## config.mk

```make
export PLATFORM = sky130hd
export DESIGN_NAME = phase_frequency_detector
export DESIGN_NICKNAME = d
export VERILOG_FILES = /design/src/pfd_pkg.sv /design/src/edge_seen.sv /design/src/phase_frequency_detector.sv
export SDC_FILE = /design/constraint.sdc
export NUM_CORES = 1
export LEC_CHECK = 0
export ABC_AREA = 1
export BUFFER_PORTS_ARGS = -buffer_cell sky130_fd_sc_hd__buf_4
export CORE_AREA = 3 3 40 42
export CTS_BUF_LIST = sky130_fd_sc_hd__clkbuf_4 sky130_fd_sc_hd__clkbuf_8 sky130_fd_sc_hd__clkbuf_16
export DETAILED_ROUTE_END_ITERATION = 8
export DIE_AREA = 0 0 43 45
export HOLD_SLACK_MARGIN = 0.02
export MAX_ROUTING_LAYER = met4
export PLACE_DENSITY_LB_ADDON = 0.1
export SETUP_SLACK_MARGIN = 0.02
export SYNTH_ARGS = -nofsm -noshare
export SYNTH_HDL_FRONTEND = slang
export SYNTH_SLANG_ARGS = --single-unit
```

## constraint.sdc

```tcl
create_clock -name i_clk -period 2.2 [get_ports i_clk]
set_input_delay 0.22 -clock i_clk [delete_from_list [all_inputs] [get_ports i_clk]]
set_output_delay 0.22 -clock i_clk [all_outputs]
set_load 0.03 [all_outputs]
```

## src/pfd_pkg.sv

```systemverilog
// Package with shared types and constants for the phase/frequency detector.
package pfd_pkg;

    // Detector states are held as one bit each.
    localparam logic DET_IDLE = 1'b0;
    localparam logic DET_ACTIVE = 1'b1;

    // Default level of the polarity and load strobe inputs when floating.
    localparam logic OPEN_INPUT_LEVEL = 1'b1;

    // Default stretch of every up/down pulse, in clock cycles.
    localparam int PULSE_MIN_CYCLES = 1;

    // Internal up/down request pair.
    typedef struct packed {
        logic up;
        logic down;
    } pump_req_t;

    // Tri-state pump pin: output level and enable.
    typedef struct packed {
        logic level;
        logic oe;
    } pump_pin_t;

    // Output levels held in reset and, except for the monitor, whenever neither detector state is set.
    localparam logic REF_SIDE_IDLE = 1'b0;
    localparam logic VCO_SIDE_IDLE = 1'b1;
    localparam logic LOCK_FLAG_IDLE = 1'b1;
    localparam logic MONITOR_IDLE = 1'b0;
    localparam pump_pin_t PUMP_PIN_OFF = '{level: 1'b0, oe: 1'b0};

endpackage : pfd_pkg

```

## src/edge_seen.sv

```systemverilog
// One edge-triggered detector flip-flop with a sampled-edge front end.
`timescale 1ns/1ps
module edge_seen
    import pfd_pkg::*;
(
    // Clock and reset.
    input wire logic i_clk,
    input wire logic i_rst_b,
    // Compared signal and common clear.
    input wire logic i_sig,
    input wire logic i_clear,
    // Detector state.
    output logic o_active,
    output logic o_rise
);

    logic prev_q;
    logic prev_d;
    logic act_q;
    logic act_d;

    // A rising edge sets the state; the common clear drops it, but an edge
    // in the same cycle as the clear wins so no edge is ever lost.
    always_comb begin
        prev_d = i_sig;
        o_rise = i_sig & ~prev_q;
        act_d = act_q;
        if (i_clear) begin
            act_d = DET_IDLE;
        end
        if (o_rise) begin
            act_d = DET_ACTIVE;
        end
    end

    // Registers only.
    always_ff @(posedge i_clk or negedge i_rst_b) begin
        if (!i_rst_b) begin
            prev_q <= 1'b0;
            act_q <= DET_IDLE;
        end else begin
            prev_q <= prev_d;
            act_q <= act_d;
        end
    end

    assign o_active = act_q;

endmodule : edge_seen

```

## src/phase_frequency_detector.sv

```systemverilog
// Phase/frequency detector with pump, bypass pump, lock and test outputs.
// Notes on behaviour
// [RULE_01] Sense high, ref leads: VCO output pulses low.
// [RULE_02] Sense high, ref lags: ref output pulses high.
// [RULE_03] Sense low, ref lags: VCO output pulses low.
// [RULE_04] Sense low, ref leads: ref output pulses high.
// [RULE_05] In lock: VCO output high, ref low.
// [RULE_06] Half-cycle phase gives at least half duty.
// [RULE_07] Pump drives by sense and error; Z in lock.
// [RULE_08] Test pin: ref if sense high, else VCO.
// [RULE_09] Floating sense input reads as high.
// [RULE_10] Lock flag is NOR of up and down.
// [RULE_11] Strobe high: bypass pump follows main pump.
// [RULE_12] Strobe low: bypass pump high impedance.
// [RULE_13] Compare leading (rising) edges of both inputs.
// [RULE_14] Clear both states once both edges seen.
`timescale 1ns/1ps
module phase_frequency_detector
    import pfd_pkg::*;
(
    // Clock and reset.
    input wire logic i_clk,
    input wire logic i_rst_b,
    // Divided inputs to compare.
    input wire logic i_ref_compare_in,
    input wire logic i_vco_compare_in,
    // Control pins and their floating indicators.
    input wire logic i_phase_sense_select,
    input wire logic i_phase_sense_open,
    input wire logic i_load_strobe,
    input wire logic i_load_strobe_open,
    // Digital comparator outputs.
    output logic o_ref_side_out,
    output logic o_vco_side_out,
    // Charge pump pins as level and enable.
    output logic o_pump_out,
    output logic o_pump_oe,
    output logic o_bypass_pump_out,
    output logic o_bypass_pump_oe,
    // Lock flag and test monitor.
    output logic o_lock_flag,
    output logic o_test_monitor
);

    pump_req_t req;
    logic both_seen;
    logic sense;
    logic strobe;
    logic lead;
    logic lag;
    pump_pin_t pump_d;
    pump_pin_t pump_q;
    pump_pin_t byp_d;
    pump_pin_t byp_q;
    logic ref_out_d;
    logic ref_out_q;
    logic vco_out_d;
    logic vco_out_q;
    logic lock_d;
    logic lock_q;
    logic mon_d;
    logic mon_q;

    // A floating control pin reads as its pulled level. Both control pins
    // share this, so a board that leaves them open gets the default mode.
    function automatic logic pin_level(input logic lvl, input logic floats);
        return floats ? OPEN_INPUT_LEVEL : lvl; // [RULE_09] [RULE_11]
    endfunction : pin_level

    // A driven pump pin at the given level.
    function automatic pump_pin_t drive_pin(input logic lvl);
        return '{level: lvl, oe: 1'b1};
    endfunction : drive_pin

    // Resolved control levels.
    assign sense = pin_level(i_phase_sense_select, i_phase_sense_open);
    assign strobe = pin_level(i_load_strobe, i_load_strobe_open);

    // Up follows reference edges, down follows VCO edges.
    edge_seen u_ref_edge (
        .i_clk(i_clk),
        .i_rst_b(i_rst_b),
        .i_sig(i_ref_compare_in), // [RULE_13]
        .i_clear(both_seen),
        .o_active(req.up),
        .o_rise()
    );

    edge_seen u_vco_edge (
        .i_clk(i_clk),
        .i_rst_b(i_rst_b),
        .i_sig(i_vco_compare_in), // [RULE_13]
        .i_clear(both_seen),
        .o_active(req.down),
        .o_rise()
    );

    // Clearing as soon as both are set keeps the overlap to one cycle, a
    // short spike that avoids a dead band near lock.
    assign both_seen = req.up & req.down; // [RULE_14]

    // Direction of the pending phase error, decoded once for the comparator and pump groups.
    // A lone up state means the reference leads and a lone down state that
    // it lags; none or both leave no net correction to apply.
    always_comb begin
        lead = req.up & ~req.down;
        lag = req.down & ~req.up;
    end

    // Comparator outputs. The up state lasts from one leading edge to the
    // other, so a half-cycle offset shows as half duty at least. During the
    // one-cycle overlap both pins keep their locked levels, so the spike
    // that fights the dead band only appears on the lock flag.
    always_comb begin
        ref_out_d = REF_SIDE_IDLE; // [RULE_05]
        vco_out_d = VCO_SIDE_IDLE; // [RULE_05]
        if (lead) begin
            // Reference leads: the VCO must speed up.
            if (sense) begin
                vco_out_d = ~VCO_SIDE_IDLE; // [RULE_01] [RULE_06]
            end else begin
                ref_out_d = ~REF_SIDE_IDLE; // [RULE_04] [RULE_06]
            end
        end else if (lag) begin
            // Reference lags: the VCO must slow down.
            if (sense) begin
                ref_out_d = ~REF_SIDE_IDLE; // [RULE_02] [RULE_06]
            end else begin
                vco_out_d = ~VCO_SIDE_IDLE; // [RULE_03] [RULE_06]
            end
        end
    end

    // Comparator output registers.
    always_ff @(posedge i_clk or negedge i_rst_b) begin
        if (!i_rst_b) begin
            ref_out_q <= REF_SIDE_IDLE;
            vco_out_q <= VCO_SIDE_IDLE;
        end else begin
            ref_out_q <= ref_out_d;
            vco_out_q <= vco_out_d;
        end
    end

    // Main pump: pushes up when the VCO is slow and the sense pin is high,
    // the other way round when it is low, and floats with no net error.
    always_comb begin
        pump_d = PUMP_PIN_OFF; // [RULE_05] [RULE_07]
        if (lead) begin
            pump_d = drive_pin(sense); // [RULE_07]
        end else if (lag) begin
            pump_d = drive_pin(~sense); // [RULE_07]
        end
    end

    // Main pump register.
    always_ff @(posedge i_clk or negedge i_rst_b) begin
        if (!i_rst_b) begin
            pump_q <= PUMP_PIN_OFF;
        end else begin
            pump_q <= pump_d;
        end
    end

    // Bypass pump copies the next main pump value rather than the register,
    // so both pins move on the same edge and never disagree for a cycle.
    always_comb begin
        byp_d = PUMP_PIN_OFF; // [RULE_12]
        if (strobe) begin
            byp_d = pump_d; // [RULE_11]
        end
    end

    // Bypass pump register.
    always_ff @(posedge i_clk or negedge i_rst_b) begin
        if (!i_rst_b) begin
            byp_q <= PUMP_PIN_OFF;
        end else begin
            byp_q <= byp_d;
        end
    end

    // Lock flag is the NOR of the two detector states; it goes low for the
    // overlap cycle too, which is the spike a lock filter must absorb.
    always_comb begin
        lock_d = ~(req.up | req.down); // [RULE_10]
    end

    // Lock flag register.
    always_ff @(posedge i_clk or negedge i_rst_b) begin
        if (!i_rst_b) begin
            lock_q <= LOCK_FLAG_IDLE;
        end else begin
            lock_q <= lock_d;
        end
    end

    // Test monitor shows the compared input that the sense pin picks. It
    // lags that input by one cycle, the price of a registered pin.
    always_comb begin
        mon_d = sense ? i_ref_compare_in : i_vco_compare_in; // [RULE_08]
    end

    // Test monitor register.
    always_ff @(posedge i_clk or negedge i_rst_b) begin
        if (!i_rst_b) begin
            mon_q <= MONITOR_IDLE;
        end else begin
            mon_q <= mon_d;
        end
    end

    // Pin assignments.
    assign o_ref_side_out = ref_out_q;
    assign o_vco_side_out = vco_out_q;
    assign o_pump_out = pump_q.level;
    assign o_pump_oe = pump_q.oe;
    assign o_bypass_pump_out = byp_q.level;
    assign o_bypass_pump_oe = byp_q.oe;
    assign o_lock_flag = lock_q;
    assign o_test_monitor = mon_q;

endmodule : phase_frequency_detector

```

* Word-level counts from Yosys, hierarchy flattened
Index checks and enable logic that the tools add are counted.
Word-level totals: register bits after elaboration 12, input bits 8, output and inout bits 8, logic and storage cells 41
Cells by class: multiplexer cells 15, bitwise gates (word level) 12, reductions and logical operators 2
Operator list (number):
- 2-to-1 mux 1 bit | 12
- 2-to-1 mux 2 bit | 3
- inverter 1 bit | 6
- bitwise AND 1 bit | 5
- nonzero test 2 bit | 2
- bitwise OR 1 bit | 1

* Depth between registers and ports, before layout
depth in word-level cells 5, depth in mapped cells 7, mapped depth without buffers 7

* By module
Synthesis repeated with hierarchy kept, for this count alone.
Second synthesis, totals: cells, all modules 49, area total of the unflattened synthesis 488.0 sq um
Modules (own cells, without submodules):
- phase_frequency_detector | instances 1, cells an instance 33, area each 337.8 sq um, seq. area each 202.7 sq um
- edge_seen | instances 2, cells an instance 8, area each 75.1 sq um, seq. area each 50.0 sq um

* Worst setup path before layout
No wires, ideal clock.
kind reg2reg, start point register u_vco_edge.act_q, in the netlist u_vco_edge.o_active, end point register byp_q, in the netlist o_bypass_pump_out, setup time 0.120 ns, arrival 0.905 ns, required time 2.080 ns, setup slack 1.174 ns, cell stages (with the launch flop) 8, buffers on the path 0, period minus slack after synthesis 1.026 ns, cells stage by stage dfrtp_1 > inv_2 > ha_1 > inv_1 > nand2_1 > nand2_4 > nand2_4 > nor2_2
RTL lines:
- start, declared | line edge_seen.sv:19 | logic act_q;
- start signal, assigned | line edge_seen.sv:43 | act_q <= act_d;
- end signal, assigned | line phase_frequency_detector.sv:179 | byp_q <= byp_d;
- end, declared | line phase_frequency_detector.sv:54 | pump_pin_t byp_q;

* Final worst setup path
start point register lock_q, in the netlist o_lock_flag, end point output port o_lock_flag
RTL lines:
- start, declared | line phase_frequency_detector.sv:60 | logic lock_q;
- start signal, assigned | line phase_frequency_detector.sv:194 | lock_q <= lock_d;
- end, declared | line phase_frequency_detector.sv:41 | output logic o_lock_flag,
No word-level cell between the ends.

==> summary.txt <==
Power and ir drop
  • Worst VDD drop: 0.5554 mV
  • Total power: 0.8650 mW
  • Leakage power: 0.3289 nW
  • Cell Pwr Density: 1366 mW/mm^2

Drt
  • Average wire per standard cell: 11.17 um
  • Total wire length: 793 um
  • DRT antenna net count: 0
  • Via density: 4.366
  • Via count: 310
  • # DRC: 0
  • Iter 0 DRT Violations: 2
  • 1st-pass router iterations: 2

Critical path
  • Critical-path cell list: buf_4
  • CP Max Fanout: 1
  • Critical path buffers and inverters: 1
  • Crit end category: primary output
  • Slowest stage delay, CP: 510 ps
  • Worst Path Required: 1980 ps
  • Critical-path top delay cell: dfstp_2
  • Startpoint type of the worst setup path: flop
  • Family with the most delay on the worst path: flip-flops
  • Crit path arrival time: 930 ps
  • Setup CP Type: reg -> out

Logic synthesis
  • Share of the synthesized area in the top cell type: 53.33%
  • Number of synthesis warnings: 0
  • Dominant cell type by area after synthesis: dfrtp_1
  • Synth top cells by count: dfrtp_1, ha_1, inv_1, inv_2, nand2_1
  • Syn Inst Count: 37
  • Register area share after synthesis: 64.53%
  • Asr flop ratio synth: 100.0%
  • Syn Nets: 49
  • Synth top area cells: dfrtp_1, dfstp_2, ha_1
  • Post-Syn Area: 469.2 um^2
  • Post-synth EDFFs: 0
  • Count leader, synth: dfrtp_1
  • Most used DFF post-synth: dfrtp_1
  • Mean Syn Cell Area: 12.68 um^2
  • Register bit total from synthesis: 12
  • Synth cell types: 13

Timing
  • Least-Margin Pin Slew: 187.3 ps
  • FMAX: 872.6 MHz
  • Tcrit/Tclk final: 52.09%
  • Worst slew margin: 87.47%
  • RSZ-0062 raised after global routing: false
  • Fin Setup TNS: 0 ps
  • Final Critical Period: 1146 ps
  • Final setup fails: 0
  • Fin. max-slew vios: 0
  • Final hold violation count: 0
  • Post-Route Skew: 0.2705 ps

Final layout
  • Area grow syn2layout: 34.93%
  • Fin area: 633.1 um^2
  • Layout cell share with drive strength beyond 1: 50.00%
  • Nets: 70
  • Reg area: 302.8 um^2
  • # fillers: 131
  • ANT cells: 0
  • Multi-input gate area: 140.1 um^2

Floorplan
  • Ports: 16
  • Die width: 43 um
  • Die Ht: 45 um
  • Num rows: 13
  • Die area: 0.001935 mm^2
  • Starting Density: 36.51%
  • Total core area: 0.001285 mm^2

Global route
  • Initial antenna violation count: 0
  • Largest net degree at the start of global routing: 13
  • Gr usage total: 10.21%
  • Number of global-route vias before repair: 313
  • Congestion Overflow GR: 0
  • First-pass GRT wire length: 1297 um

Run status
  • Outcome: completed

Clock tree
  • Post-CTS Resized: 0
  • Clock latency on the worst-skew pair: 270 ps
  • H-tree Lvls: 1
  • Inserted Clock Buffers: 3
  • TritonCTS Sinks: 12
  • Clk root buf: clkbuf_4
  • CTS tree: done
  • Maximum clock insertion buffer count: 2
  • Clock transition at path regs: 60 ps

Run
  • Max-cap violation count: 0

Place
  • RD Place Congestion: 0.7001
  • Post-DP HPWL: 649 um
  • DP Area: 600.6 um^2
  • Port bufs: 15

Min path
  • Hold Crit Class: in -> reg
-- metal layers --
metal  routed length (um)  GRT usage [%]  part of all wire, %
met5                    0              -                    0
met4                   27          10.84                  3.4
met3                  100          4.382                   13
met2                  361          14.97                   46
met1                  304          9.620                   38
-- kinds of logic (layout without fill, tap and decap cells) --
logic type | count (synthesis) | after routing | share of synthesized area [%]
flops | 12 | 12 | 64.53
fa+ha+maj | 4 | 4 | 10.67
buf+inv | 7 | 26 | 5.599
simple gates | 9 | 9 | 12.53
compound gates | 5 | 5 | 6.667
-- cell type report --
cell class                      instances  area share (%)
Sequential cell                        12           47.83
Inverter                                7           4.150
Clock buffer                            3           3.557
Multi-Input combinational cell         18           22.13
Tap cell                               15           2.964
Timing Repair Buffer                   16           19.37
-- power breakdown --
part / internal, mW / switching [mW]
logic: 0.144 / 0.249
registers: 0.311 / 0.0342
clock network: 0.0633 / 0.0632
total: 0.519 / 0.346
-- repair_timing --
action / in CTS / in global routing
hold endpoints to repair: 12 / 0
buffers inserted: 0 / 0
hold buffers: 1 / 0
-- flip-flops by register name, summed over array words and instances, names as in the netlist --
signal / count
o_bypass_pump_out: 1
u_ref_edge.prev_q: 1
u_vco_edge.o_active: 1
o_vco_side_out: 1
o_bypass_pump_oe: 1
o_test_monitor: 1
u_ref_edge.o_active: 1
o_ref_side_out: 1
o_lock_flag: 1
o_pump_out: 1
o_pump_oe: 1
u_vco_edge.prev_q: 1
-- metrics by stage --
step	utilization [%]	worst slack, ps	std cells	hold WS (ps)
floorplan	-	1174	37	-75.59
detailed placement	46.74	1076	67	62.16
global route	49.27	1006	71	60.17
CTS	49.27	1046	71	64.47
finish	49.27	1054	71	66.08
global placement	46.74	1117	67	60.17
-- final timing paths --
kind / startpoint / endpoint / slack, ps / cells after the start
setup / recovery: o_lock_flag / o_lock_flag / 1050 / 1
hold / removal: i_ref_compare_in / u_ref_edge.prev_q / 70 / 1
setup reg to reg: u_vco_edge.o_active / o_bypass_pump_out / 1060 / 7
hold reg to reg: u_ref_edge.prev_q / u_ref_edge.o_active / 430 / 1
max in group asynchronous: i_rst_b / o_vco_side_out / 1660 / 2
min in group asynchronous: i_rst_b / o_bypass_pump_oe / 320 / 2
-- placed cells by master, fill, tap and decap left out --
master / count
buf_4: 15
dfrtp_1: 10
inv_1: 4
ha_1: 4
nand2_1: 3
inv_2: 3
clkbuf_4: 3
nor2_1: 2
o21ai_0: 2
nand2_4: 2
o22ai_1: 2
dfstp_2: 2
nor2_4: 1
o21ai_2: 1
nor2_2: 1
dlygate4sd3_1: 1
No activity file was read; power rests on OpenSTA's default activity.
